==> config.mk <==
export PLATFORM = sky130hd
export DESIGN_NAME = gpbk_top
export DESIGN_NICKNAME = d
export VERILOG_FILES = /design/src/gpbk_pkg.sv /design/src/gpbk_edge_if.sv /design/src/gpbk_edge.sv /design/src/gpbk_top.sv
export VERILOG_INCLUDE_DIRS = /design/src /design/src/src
export SDC_FILE = /design/constraint.sdc
export NUM_CORES = 1
export LEC_CHECK = 0
export BUFFER_PORTS_ARGS = -buffer_cell sky130_fd_sc_hd__buf_2
export CAP_MARGIN = 10
export CORE_UTILIZATION = 35
export DETAILED_ROUTE_END_ITERATION = 10
export HOLD_SLACK_MARGIN = 0.02
export SYNTH_ARGS = -nofsm -noshare
export SYNTH_HDL_FRONTEND = slang
export SYNTH_SLANG_ARGS = --single-unit
==> constraint.sdc <==
create_clock -name pclk -period 6.22 [get_ports pclk]
set_input_delay 1.244 -clock pclk [delete_from_list [all_inputs] [get_ports pclk]]
set_output_delay 1.244 -clock pclk [all_outputs]
set_load 0.05 [all_outputs]
==> src/gpbk_cfg.svh <==
// gpio bank constants: register offsets, reset values, widths
// assumes a 32-bit apb slave with a 12-bit byte address
//
// Functional notes
// - eleven usable ports, each input or output, behind pin multiplexing
// - every reset makes every port an input until software changes it
// - pin direction register bits choose each port's direction
// - direction one means output, zero means input
// - output set writes drive ports high, output clear writes drive them low
// - ones in set or clear act, zeros leave the port level alone
// - set and clear work for inputs too and update stored output
// - stored output appears on the pin once the port becomes output
// - input ports detect rising, falling or both edges per enable bits
// - enabled edges are recorded in a readable edge status register
// - writing one clears a status bit, writing zero does nothing
// - recorded edges can raise an interrupt request
// - pin level register returns actual port state at any time
// - all registers are 32 bits, bit n is pin 64 plus n
`ifndef GPBK_CFG_SVH
`define GPBK_CFG_SVH

// ----------------------------------------------------------------
// widths
// ----------------------------------------------------------------
`define GPBK_DW        32
`define GPBK_AW        12
`define GPBK_PIN_BASE  64
`define GPBK_USE_LSB   16
`define GPBK_USE_MSB   26

// ----------------------------------------------------------------
// register offsets
// ----------------------------------------------------------------
`define GPBK_OFF_LEVEL 12'h008
`define GPBK_OFF_DIR   12'h014
`define GPBK_OFF_SET   12'h020
`define GPBK_OFF_CLR   12'h02C
`define GPBK_OFF_RISE  12'h038
`define GPBK_OFF_FALL  12'h044
`define GPBK_OFF_STS   12'h050
`define GPBK_OFF_MASK  12'h05C
`define GPBK_OFF_DSET  12'h408
`define GPBK_OFF_DCLR  12'h428

// ----------------------------------------------------------------
// reset values
// ----------------------------------------------------------------
`define GPBK_RST_DIR   32'h0000_0000
`define GPBK_RST_OUT   32'h0000_0000
`define GPBK_RST_RISE  32'h0000_0000
`define GPBK_RST_FALL  32'h0000_0000
`define GPBK_RST_STS   32'h0000_0000
`define GPBK_RST_MASK  32'h0000_0000
`define GPBK_RST_PIN   32'h0000_0000

`endif

==> src/gpbk_pkg.sv <==
// gpio bank types and the register decode function
// assumes gpbk_cfg.svh on the include path
`include "gpbk_cfg.svh"

package gpbk_pkg;

  typedef logic [`GPBK_DW-1:0] gpbk_word_t;
  typedef logic [`GPBK_AW-1:0] gpbk_addr_t;

  typedef enum logic [10:0] {
    GPBK_SEL_NONE  = 11'h001,
    GPBK_SEL_LEVEL = 11'h002,
    GPBK_SEL_DIR   = 11'h004,
    GPBK_SEL_SET   = 11'h008,
    GPBK_SEL_CLR   = 11'h010,
    GPBK_SEL_RISE  = 11'h020,
    GPBK_SEL_FALL  = 11'h040,
    GPBK_SEL_STS   = 11'h080,
    GPBK_SEL_MASK  = 11'h100,
    GPBK_SEL_DSET  = 11'h200,
    GPBK_SEL_DCLR  = 11'h400
  } gpbk_sel_t;

  // address to one-hot register select
  function automatic gpbk_sel_t gpbk_decode(input gpbk_addr_t addr);
    case (addr)
      `GPBK_OFF_LEVEL: gpbk_decode = GPBK_SEL_LEVEL;
      `GPBK_OFF_DIR:   gpbk_decode = GPBK_SEL_DIR;
      `GPBK_OFF_SET:   gpbk_decode = GPBK_SEL_SET;
      `GPBK_OFF_CLR:   gpbk_decode = GPBK_SEL_CLR;
      `GPBK_OFF_RISE:  gpbk_decode = GPBK_SEL_RISE;
      `GPBK_OFF_FALL:  gpbk_decode = GPBK_SEL_FALL;
      `GPBK_OFF_STS:   gpbk_decode = GPBK_SEL_STS;
      `GPBK_OFF_MASK:  gpbk_decode = GPBK_SEL_MASK;
      `GPBK_OFF_DSET:  gpbk_decode = GPBK_SEL_DSET;
      `GPBK_OFF_DCLR:  gpbk_decode = GPBK_SEL_DCLR;
      default:         gpbk_decode = GPBK_SEL_NONE;
    endcase
  endfunction : gpbk_decode

endpackage : gpbk_pkg

==> src/gpbk_edge_if.sv <==
// carrier between the register core and the pin edge detector
// assumes both ends run on pclk
`timescale 1ns/1ps

interface gpbk_edge_if;
  import gpbk_pkg::*;
  gpbk_word_t dir;
  gpbk_word_t rise_en;
  gpbk_word_t fall_en;
  gpbk_word_t level;
  gpbk_word_t edge_hit;

  modport core (
    output dir,
    output rise_en,
    output fall_en,
    input  level,
    input  edge_hit
  );

  modport det (
    input  dir,
    input  rise_en,
    input  fall_en,
    output level,
    output edge_hit
  );
endinterface : gpbk_edge_if

==> src/gpbk_edge.sv <==
// pin synchroniser and per-pin edge detector
// assumes pin inputs may change at any time relative to pclk
`timescale 1ns/1ps

module gpbk_edge
  import gpbk_pkg::*;
(
  // clock and reset
  input  wire logic   pclk,
  input  wire logic   presetn,
  // pins
  input  wire logic [`GPBK_DW-1:0] pin_in,
  // core side
  gpbk_edge_if.det    eif
);

  gpbk_word_t meta_reg;
  gpbk_word_t meta_next;
  gpbk_word_t sync_reg;
  gpbk_word_t sync_next;
  gpbk_word_t prev_reg;
  gpbk_word_t prev_next;

  // ----------------------------------------------------------------
  // synchroniser and history
  // ----------------------------------------------------------------
  always_comb begin
    meta_next = pin_in;
    sync_next = meta_reg;
    prev_next = sync_reg;
  end

  always_ff @(posedge pclk or negedge presetn) begin
    if (!presetn) begin
      meta_reg <= `GPBK_RST_PIN;
      sync_reg <= `GPBK_RST_PIN;
      prev_reg <= `GPBK_RST_PIN;
    end else begin
      meta_reg <= meta_next;
      sync_reg <= sync_next;
      prev_reg <= prev_next;
    end
  end

  // ----------------------------------------------------------------
  // edge detection, inputs only
  // ----------------------------------------------------------------
  assign eif.level    = sync_reg;
  assign eif.edge_hit = ~eif.dir &
    ((sync_reg & ~prev_reg & eif.rise_en) |
     (~sync_reg & prev_reg & eif.fall_en));

  // ----------------------------------------------------------------
  // checks
  // ----------------------------------------------------------------
  property p_edge_input_only;
    @(posedge pclk) disable iff (!presetn)
      (eif.edge_hit & eif.dir) == '0;
  endproperty
  a_edge_input_only: assert property (p_edge_input_only)
    else $error("edge reported on an output port");

  property p_edge_needs_change;
    @(posedge pclk) disable iff (!presetn)
      (eif.edge_hit != '0) |->
        ((eif.edge_hit & (sync_reg ^ prev_reg)) == eif.edge_hit);
  endproperty
  a_edge_needs_change: assert property (p_edge_needs_change)
    else $error("edge reported without a level change");

endmodule : gpbk_edge

==> src/gpbk_top.sv <==
// gpio bank: apb register file, output drive, edge status, interrupt
// assumes a synchronous apb master on pclk; pins are plain in/out/oe_n
`timescale 1ns/1ps

module gpbk_top
  import gpbk_pkg::*;
(
  // clock and reset
  input  wire logic                pclk,
  input  wire logic                presetn,
  // apb slave
  input  wire logic [`GPBK_AW-1:0] paddr,
  input  wire logic                psel,
  input  wire logic                penable,
  input  wire logic                pwrite,
  input  wire logic [`GPBK_DW-1:0] pwdata,
  output logic      [`GPBK_DW-1:0] prdata,
  output logic                     pready,
  output logic                     pslverr,
  // pins, bit n is pin 64+n
  input  wire logic [`GPBK_DW-1:0] gpio_in,
  output logic      [`GPBK_DW-1:0] gpio_out,
  output logic      [`GPBK_DW-1:0] gpio_oe_n,
  // interrupt
  output logic                     irq
);

  // ----------------------------------------------------------------
  // state
  // ----------------------------------------------------------------
  gpbk_word_t dir_reg;
  gpbk_word_t dir_next;
  gpbk_word_t oe_n_reg;
  gpbk_word_t oe_n_next;
  gpbk_word_t out_reg;
  gpbk_word_t out_next;
  gpbk_word_t rise_reg;
  gpbk_word_t rise_next;
  gpbk_word_t fall_reg;
  gpbk_word_t fall_next;
  gpbk_word_t sts_reg;
  gpbk_word_t sts_next;
  gpbk_word_t mask_reg;
  gpbk_word_t mask_next;
  logic       irq_reg;
  logic       irq_next;

  gpbk_word_t rdata_reg;
  gpbk_word_t rdata_next;
  logic       ready_reg;
  logic       ready_next;
  logic       err_reg;
  logic       err_next;

  gpbk_sel_t  sel;
  logic       setup;
  logic       wr_fire;
  gpbk_word_t sts_clr;

  // ----------------------------------------------------------------
  // edge detector
  // ----------------------------------------------------------------
  gpbk_edge_if eif ();

  assign eif.dir     = dir_reg;
  assign eif.rise_en = rise_reg;
  assign eif.fall_en = fall_reg;

  gpbk_edge u_edge (
    .pclk    (pclk),
    .presetn (presetn),
    .pin_in  (gpio_in),
    .eif     (eif.det)
  );

  // ----------------------------------------------------------------
  // apb decode
  // ----------------------------------------------------------------
  assign sel     = gpbk_decode(paddr);
  assign setup   = psel & ~penable;
  assign wr_fire = psel & penable & ready_reg & pwrite;

  // answer is ready in the first access cycle
  always_comb begin
    ready_next = setup;
    err_next   = setup & (sel == GPBK_SEL_NONE);
    rdata_next = rdata_reg;
    if (setup) begin
      case (sel)
        GPBK_SEL_LEVEL: rdata_next = eif.level;
        GPBK_SEL_DIR:   rdata_next = dir_reg;
        GPBK_SEL_RISE:  rdata_next = rise_reg;
        GPBK_SEL_FALL:  rdata_next = fall_reg;
        GPBK_SEL_STS:   rdata_next = sts_reg;
        GPBK_SEL_MASK:  rdata_next = mask_reg;
        default:        rdata_next = '0;
      endcase
    end
  end

  always_ff @(posedge pclk or negedge presetn) begin
    if (!presetn) begin
      ready_reg <= 1'b0;
      err_reg   <= 1'b0;
      rdata_reg <= '0;
    end else begin
      ready_reg <= ready_next;
      err_reg   <= err_next;
      rdata_reg <= rdata_next;
    end
  end

  assign prdata  = rdata_reg;
  assign pready  = ready_reg;
  assign pslverr = err_reg;

  // ----------------------------------------------------------------
  // direction and output drive
  // ----------------------------------------------------------------
  always_comb begin
    dir_next = dir_reg;
    out_next = out_reg;
    if (wr_fire) begin
      case (sel)
        GPBK_SEL_DIR:  dir_next = pwdata;
        GPBK_SEL_DSET: dir_next = dir_reg | pwdata;
        GPBK_SEL_DCLR: dir_next = dir_reg & ~pwdata;
        GPBK_SEL_SET:  out_next = out_reg | pwdata;
        GPBK_SEL_CLR:  out_next = out_reg & ~pwdata;
        default:       out_next = out_reg;
      endcase
    end
    oe_n_next = ~dir_next;
  end

  always_ff @(posedge pclk or negedge presetn) begin
    if (!presetn) begin
      dir_reg  <= `GPBK_RST_DIR;
      oe_n_reg <= ~`GPBK_RST_DIR;
      out_reg  <= `GPBK_RST_OUT;
    end else begin
      dir_reg  <= dir_next;
      oe_n_reg <= oe_n_next;
      out_reg  <= out_next;
    end
  end

  // stored level always presented; the enable decides if it reaches the pin
  assign gpio_out  = out_reg;
  assign gpio_oe_n = oe_n_reg;

  // ----------------------------------------------------------------
  // edge enables and mask
  // ----------------------------------------------------------------
  always_comb begin
    rise_next = rise_reg;
    fall_next = fall_reg;
    mask_next = mask_reg;
    if (wr_fire) begin
      case (sel)
        GPBK_SEL_RISE: rise_next = pwdata;
        GPBK_SEL_FALL: fall_next = pwdata;
        GPBK_SEL_MASK: mask_next = pwdata;
        default:       mask_next = mask_reg;
      endcase
    end
  end

  always_ff @(posedge pclk or negedge presetn) begin
    if (!presetn) begin
      rise_reg <= `GPBK_RST_RISE;
      fall_reg <= `GPBK_RST_FALL;
      mask_reg <= `GPBK_RST_MASK;
    end else begin
      rise_reg <= rise_next;
      fall_reg <= fall_next;
      mask_reg <= mask_next;
    end
  end

  // ----------------------------------------------------------------
  // edge status and interrupt
  // ----------------------------------------------------------------
  always_comb begin
    sts_clr = '0;
    if (wr_fire && sel == GPBK_SEL_STS) begin
      sts_clr = pwdata;
    end
    sts_next = (sts_reg & ~sts_clr) | eif.edge_hit;
    irq_next = |(sts_next & mask_next);
  end

  always_ff @(posedge pclk or negedge presetn) begin
    if (!presetn) begin
      sts_reg <= `GPBK_RST_STS;
      irq_reg <= 1'b0;
    end else begin
      sts_reg <= sts_next;
      irq_reg <= irq_next;
    end
  end

  assign irq = irq_reg;

  // ----------------------------------------------------------------
  // checks
  // ----------------------------------------------------------------
  property p_reset_inputs;
    @(posedge pclk)
      $rose(presetn) |-> (gpio_oe_n == '1);
  endproperty
  a_reset_inputs: assert property (p_reset_inputs)
    else $error("ports not inputs after reset");

  property p_dir_write;
    @(posedge pclk) disable iff (!presetn)
      (wr_fire && sel == GPBK_SEL_DIR) |=>
        (gpio_oe_n == ~$past(pwdata));
  endproperty
  a_dir_write: assert property (p_dir_write)
    else $error("direction write not reflected on enables");

  property p_set_write;
    @(posedge pclk) disable iff (!presetn)
      (wr_fire && sel == GPBK_SEL_SET) |=>
        ((gpio_out & $past(pwdata)) == $past(pwdata));
  endproperty
  a_set_write: assert property (p_set_write)
    else $error("output set did not drive high");

  property p_clr_write;
    @(posedge pclk) disable iff (!presetn)
      (wr_fire && sel == GPBK_SEL_CLR) |=>
        ((gpio_out & $past(pwdata)) == '0);
  endproperty
  a_clr_write: assert property (p_clr_write)
    else $error("output clear did not drive low");

  property p_zero_keeps;
    @(posedge pclk) disable iff (!presetn)
      (wr_fire && (sel == GPBK_SEL_SET || sel == GPBK_SEL_CLR)) |=>
        ((gpio_out & ~$past(pwdata)) == ($past(gpio_out) & ~$past(pwdata)));
  endproperty
  a_zero_keeps: assert property (p_zero_keeps)
    else $error("zero bit changed an output level");

  property p_out_while_input;
    @(posedge pclk) disable iff (!presetn)
      (wr_fire && sel == GPBK_SEL_SET && (dir_reg & pwdata) == '0) |=>
        ((gpio_out & $past(pwdata)) == $past(pwdata)) ##1
        (gpio_out == $past(gpio_out) || wr_fire);
  endproperty
  a_out_while_input: assert property (p_out_while_input)
    else $error("set on input port not stored");

  property p_edge_sets;
    @(posedge pclk) disable iff (!presetn)
      (eif.edge_hit != '0) |=>
        ((sts_reg & $past(eif.edge_hit)) == $past(eif.edge_hit));
  endproperty
  a_edge_sets: assert property (p_edge_sets)
    else $error("edge lost in status");

  property p_w1c;
    @(posedge pclk) disable iff (!presetn)
      (wr_fire && sel == GPBK_SEL_STS) |=>
        ((sts_reg & $past(pwdata) & ~$past(eif.edge_hit)) == '0) &&
        ((sts_reg & ~$past(pwdata)) == ($past(sts_reg) & ~$past(pwdata)));
  endproperty
  a_w1c: assert property (p_w1c)
    else $error("status write one to clear broken");

  property p_irq_level;
    @(posedge pclk) disable iff (!presetn)
      irq == (|(sts_reg & mask_reg));
  endproperty
  a_irq_level: assert property (p_irq_level)
    else $error("interrupt does not follow masked status");

  property p_level_read;
    @(posedge pclk) disable iff (!presetn)
      (setup && sel == GPBK_SEL_LEVEL) |=>
        (prdata == $past(eif.level)) && pready;
  endproperty
  a_level_read: assert property (p_level_read)
    else $error("pin level read mismatch");

  property p_ready_once;
    @(posedge pclk) disable iff (!presetn)
      setup |=> pready ##1 (!pready || (psel && !penable));
  endproperty
  a_ready_once: assert property (p_ready_once)
    else $error("apb ready timing wrong");

  property p_dir_set_write;
    @(posedge pclk) disable iff (!presetn)
      (wr_fire && sel == GPBK_SEL_DSET) |=>
        (dir_reg == ($past(dir_reg) | $past(pwdata)));
  endproperty
  a_dir_set_write: assert property (p_dir_set_write)
    else $error("bitwise direction set broken");

  property p_dir_clr_write;
    @(posedge pclk) disable iff (!presetn)
      (wr_fire && sel == GPBK_SEL_DCLR) |=>
        (dir_reg == ($past(dir_reg) & ~$past(pwdata)));
  endproperty
  a_dir_clr_write: assert property (p_dir_clr_write)
    else $error("bitwise direction clear broken");

  property p_oe_follows_dir;
    @(posedge pclk) disable iff (!presetn)
      gpio_oe_n == ~dir_reg;
  endproperty
  a_oe_follows_dir: assert property (p_oe_follows_dir)
    else $error("output enable does not follow direction");

  property p_sts_hold;
    @(posedge pclk) disable iff (!presetn)
      !(wr_fire && sel == GPBK_SEL_STS) |=>
        ((sts_reg & $past(sts_reg)) == $past(sts_reg));
  endproperty
  a_sts_hold: assert property (p_sts_hold)
    else $error("status bit dropped without a clear");

  // ----------------------------------------------------------------
  // coverage
  // ----------------------------------------------------------------
  c_set_write: cover property (
    @(posedge pclk) disable iff (!presetn)
      wr_fire && sel == GPBK_SEL_SET);
  c_edge_seen: cover property (
    @(posedge pclk) disable iff (!presetn)
      eif.edge_hit != '0);
  c_irq_rise: cover property (
    @(posedge pclk) disable iff (!presetn)
      $rose(irq));
  c_clear_race: cover property (
    @(posedge pclk) disable iff (!presetn)
      wr_fire && sel == GPBK_SEL_STS && (eif.edge_hit & pwdata) != '0);
  c_dir_bitwise: cover property (
    @(posedge pclk) disable iff (!presetn)
      wr_fire && (sel == GPBK_SEL_DSET || sel == GPBK_SEL_DCLR));

endmodule : gpbk_top
; ---- Word-level counts from Yosys, hierarchy flattened
; Cells that the tools add are included.
[op_classes]
eq_ne = 21
bitwise = 25
n_reduce_logical = 6
muxes = 8
[ops]
columns = operator, count
row1 = $and 32x32->32, 9
row2 = $not 32->32, 6
row3 = $pmux 32 s6, 1
row4 = $mux 32, 4
row5 = $or 32x32->32, 4
row6 = $pmux 11 s10, 1
row7 = $pmux 32 s3, 1
row8 = $pmux 32 s2, 1
row9 = $eq 12x6->1 const B, 3
row10 = $eq 12x7->1 const B, 3
row11 = $reduce_or 32->1, 1
row12 = $eq 12x11->1 const B, 2
row13 = $eq 12x4->1 const B, 1
row14 = $eq 12x5->1 const B, 1
row15 = $eq 11x1->1 const B, 1
row16 = $eq 11x10->1 const B, 1
row17 = $eq 11x11->1 const B, 1
row18 = $eq 11x2->1 const B, 1
row19 = $eq 11x3->1 const B, 1
row20 = $eq 11x4->1 const B, 1
row21 = $eq 11x5->1 const B, 1
row22 = $eq 11x6->1 const B, 1
row23 = $eq 11x7->1 const B, 1
row24 = $eq 11x8->1 const B, 1
row25 = 6 further kinds, 12
[word_totals]
output_inout_bits = 99
elab_cells = 74
inputBits = 81
regBits = 355

; ---- Longest topological paths before layout
[logic_depth]
ltp_word = 10
ltp_mapped = 9
ltp_nobuf = 6

; ---- Cells and area by module
; A second synthesis with hierarchy kept.
[hier_totals]
hier_cells = 1087
area_unflattened_um2 = 14066.0
[by_module_without_submodules]
columns = module, cells_each, area_each_um2, instances, seq_area_each_um2
row1 = gpbk_top, 895, 11023.1, 1, 6521.3
row2 = gpbk_edge, 192, 3042.9, 1, 2402.3

; ---- Worst setup path after synthesis
; OpenSTA, ideal clock, no wires.
[synth_timing]
kind = in2reg
from = input paddr[9]
to = register fall_reg[10] (netlist: eif.fall_en[10])
setup_slack_ps = 3012
n_path_buf = 4
setup_time_ps = 125
t_required_ps = 6095
t_arrival_ps = 3083
cell_stages = 9
path_cell_list = or4_1 -> buf_2 -> nor2_1 -> and4b_1 -> buf_2 -> and2_1 -> buf_2 -> buf_6 -> mux2_2
[synth_via]
elab_chain_cells = 4
elab_cells_between_ends = 13
cone_classes = eq/ne: 11 / mux: 1 / reduce/logical: 1
[synth_lines]
columns = element, line
row1 = start: declaration, gpbk_top.sv:12  ; input wire logic [`GPBK_AW-1:0] paddr,
row2 = "$eq 12x11->1, or another cell as far along", gpbk_pkg.sv:26  ; case (addr)
row3 = $pmux 11 s10 *, gpbk_pkg.sv:26
row4 = $eq 11x7->1 *, gpbk_top.sv:160  ; case (sel)
row5 = $reduce_and 2->1 (no line) *, --
row6 = end signal: assignment, gpbk_top.sv:172  ; fall_reg <= `GPBK_RST_FALL;
row7 = end signal: assignment, gpbk_top.sv:176  ; fall_reg <= fall_next;
row8 = end: declaration, gpbk_top.sv:39  ; gpbk_word_t fall_reg;
; Mark *: on every way between the ends. The rest lies on a longest branch, timed or not.
; A chain may end at the register's enable or synchronous reset.

; ---- Worst setup path in the final report
[layout_timing]
from = input paddr[9]
to = register fall_reg[11] (netlist: eif.fall_en[11])
; The elaborated chain is that of the path after synthesis.

==> flow_summary_export.csv <==
group,metric,value,unit
die,dieHeight,201.9,um
die,fp.dieW,201.9,um
worst_setup_path,ff2ff_setup_slack,3.71,ns
routing,wl_per_cell,22.11,um
grt,antenna_found_initial,1,
power,p_leak,0.007408,uW
synth,synth_area,13980,um2
clock_tree,cts_buffer_depth,3,
timing,period_share,62.23,%
routing,drt-initial-drc-count,1012,
power,vdd_drop_max,162.9,uV
synth,synth_cells,1090,
status,status,"finished, final reports clean",
routing,route.vias.total,10020,
timing,slew_violations,0,
timing,worst_slew_pin_slew,1.136,ns
synth,yosysTopAreaCellShare,57.81,%
clock_tree,cts_made_buffers,39,
grt,grt_start_max_net_pins,148,
worst_setup_path,path_class,"in2reg",
synth,syn-num-nets,1171,
timing,max_freq,0.2583,GHz
routing,vias_per_cell,5.529,
synth,synth-seq-cells,355,
timing,whs,0.3454,ns
grt,grt_pass1_wl,61.55,mm
timing,hold_viol,0,
worst_setup_path,r2r_start,"pready",
timing,min_period,3.871,ns
grt,use_met1,26.87,%
clock_tree,hold_buffers,0,
worst_setup_path,reg2reg_depth,7,
synth,synth.distinct_cells,40,
routing,ant_nets,0,
timing,max-slew-margin-rel,24.11,%
timing,fin_tns_setup,0,ns
finish,multiInputGateArea,4815,um2
grt,top_usage_layer,"met2",
clock_tree,cts.sinks,355,
clock_tree,clk_pin_slew_worst_paths,0.06,ns
synth,post_synth.cell_area_avg,12.83,um2
worst_hold_path,hold_class,"reg2reg",
routing,drc_errors,0,
grt,overflow,0,
finish,final_cell_mix,"323 x dfrtp_1, 178 x buf_2, 95 x mux2_2",
synth,synth_area_leader_cell,"dfrtp_1",
die,initial_core_util,35.84,%
routing,dr.pass1.iters,9,
synth,ys_seq_area_share,63.82,%
clock_tree,worst_skew_pair.late_latency,0.54,ns
finish,drive_gt1_share,30.68,%
synth,async_flop_share,100.0,%
die,die_area,40750,um2
place,io_buffers,179,
clock_tree,cts_resized,0,
worst_setup_path,cp_max_fo,34,
grt,grt_util_met3,5.240,%
worst_setup_path,r2r-end,"irq",
synth,ys.flop_type,"dfrtp_1",
die,ioPinCount,180,
clock_tree,htree_levels,2,
die,num_rows,72,
run,timing.max_cap.violations,0,
routing,drt_wl_total,40.08,mm
worst_setup_path,cp-start-kind,"input port",
timing,rsz0062_at_grt,"no",
worst_hold_path,hold_start,"u_edge.meta_reg[28]",
clock_tree,cts_tree,"done",
worst_setup_path,critPathRequiredTime,6.64,ns
grt,grt_usage,19.74,%
die,core_area,39010,um2
timing,setup_violations,0,
finish,final_cells,1813,
timing,finClkSkew,0.01176,ns
worst_hold_path,hold_end,"u_edge.eif.level[28]",
finish,syn_to_final_growth,19.31,%
power,power_density,296.8,nW/um2
clock_tree,cts_setup_buffers,0,
synth,synth_edf_count,0,
worst_setup_path,arrival,4.29,ns
place,dp_hpwl,24.49,mm
finish,nets,1345,
place,gp_congestion,0.7779,
place,post-place-cells,1741,
worst_setup_path,end_kind,"flip-flop",
clock_tree,cts-root-buf,"clkbuf_16",
synth,yosys-top-cells-area,"dfrtp_1 58%, mux2_2 7.7%, dfstp_2 6.0%",
finish,final_common_cell,"dfrtp_1",
grt,grt_pass1_vias,10050,
synth,synth_warnings,0,
finish,fillers,3634,
finish,register_area,8924,um2
grt,use_met2,30.28,%
worst_hold_path,worstHoldPathCells,0,
-- layer usage --
layer  vias up  wire [um]
met2       379      18320
met5         -          0
met3        59       3132
li1       4444          -
met4         0       1135
met1      5142      17500
-- critical path, cell delays in order --
cell,delay (ns)
buf_2,0.11
or4_1,0.71
nor2_1,0.22
and4b_1,0.21
buf_4,0.43
and2_2,0.90
mux2_2,0.43
-- through the flow --
| stage | util [%] | area (um2) | power [uW] | setup slack (ns) |
|---|---|---|---|---|
| finish | 42.77 | 16680 | 4951 | 2.349 |
| global route | 42.76 | 16680 | 5142 | 2.200 |
| CTS | 42.76 | 16680 | 5009 | 2.364 |
| detailed placement | 39.55 | 15430 | 2734 | 1.802 |
| global placement | 39.55 | 15430 | 2731 | 1.826 |
| floorplan | - | 13980 | 2571 | 3.012 |
-- worst max-delay path by stage --
stage / from / end / depth (start not counted)
2_1_floorplan: paddr[9] / eif.fall_en[10] / 9
3_5_place_dp: paddr[9] / gpio_oe_n[27] / 8
3_3_place_gp: paddr[9] / gpio_oe_n[13] / 8
4_1_cts: paddr[9] / eif.fall_en[21] / 7
5_1_grt: paddr[9] / eif.fall_en[24] / 7
6_report: paddr[9] / eif.fall_en[11] / 7
-- cell families after synthesis --
group / share of synthesized area (%)
simple gates: 12.44
buf+inv: 2.049
compound gates: 13.96
mux: 7.732
flops: 63.82
-- cells in the mapped netlist, types with 3 or more instances --
| library cell | count |
|---|---|
| dfrtp_1 | 323 |
| mux2_2 | 95 |
| nand2_1 | 68 |
| a21oi_1 | 65 |
| nand3b_1 | 64 |
| a222oi_1 | 62 |
| nor2_1 | 54 |
| a31oi_1 | 49 |
| clkbuf_1 | 36 |
| nor2b_1 | 34 |
| and2_1 | 33 |
| a211o_1 | 32 |
| dfstp_2 | 32 |
| o21ai_1 | 31 |
| buf_2 | 22 |
| o21a_1 | 15 |
| nand3_1 | 14 |
| a22oi_1 | 13 |
| and4_1 | 6 |
| nand4_1 | 6 |
| a22o_1 | 5 |
| nor4_1 | 4 |
| buf_6 | 3 |
| nor3_1 | 3 |
-- report_power, final --
group / internal, uW / switching [uW] / total (uW)
Combinational: 67.5 / 214 / 282
Sequential: 2370 / 36.8 / 2400
Clock: 1340 / 929 / 2260
Total: 3770 / 1180 / 4950
-- final cells by class --
cell class | instances | share of cell area, %
Antenna cell | 1 | 0.01500
Clock buffer | 60 | 6.998
Clock inverter | 11 | 0.5025
Inverter | 1 | 0.02250
Multi-Input combinational cell | 672 | 28.86
Sequential cell | 355 | 53.49
Tap cell | 518 | 3.885
Timing Repair Buffer | 195 | 6.225
Note: power is estimated with default switching activity, not from simulation.
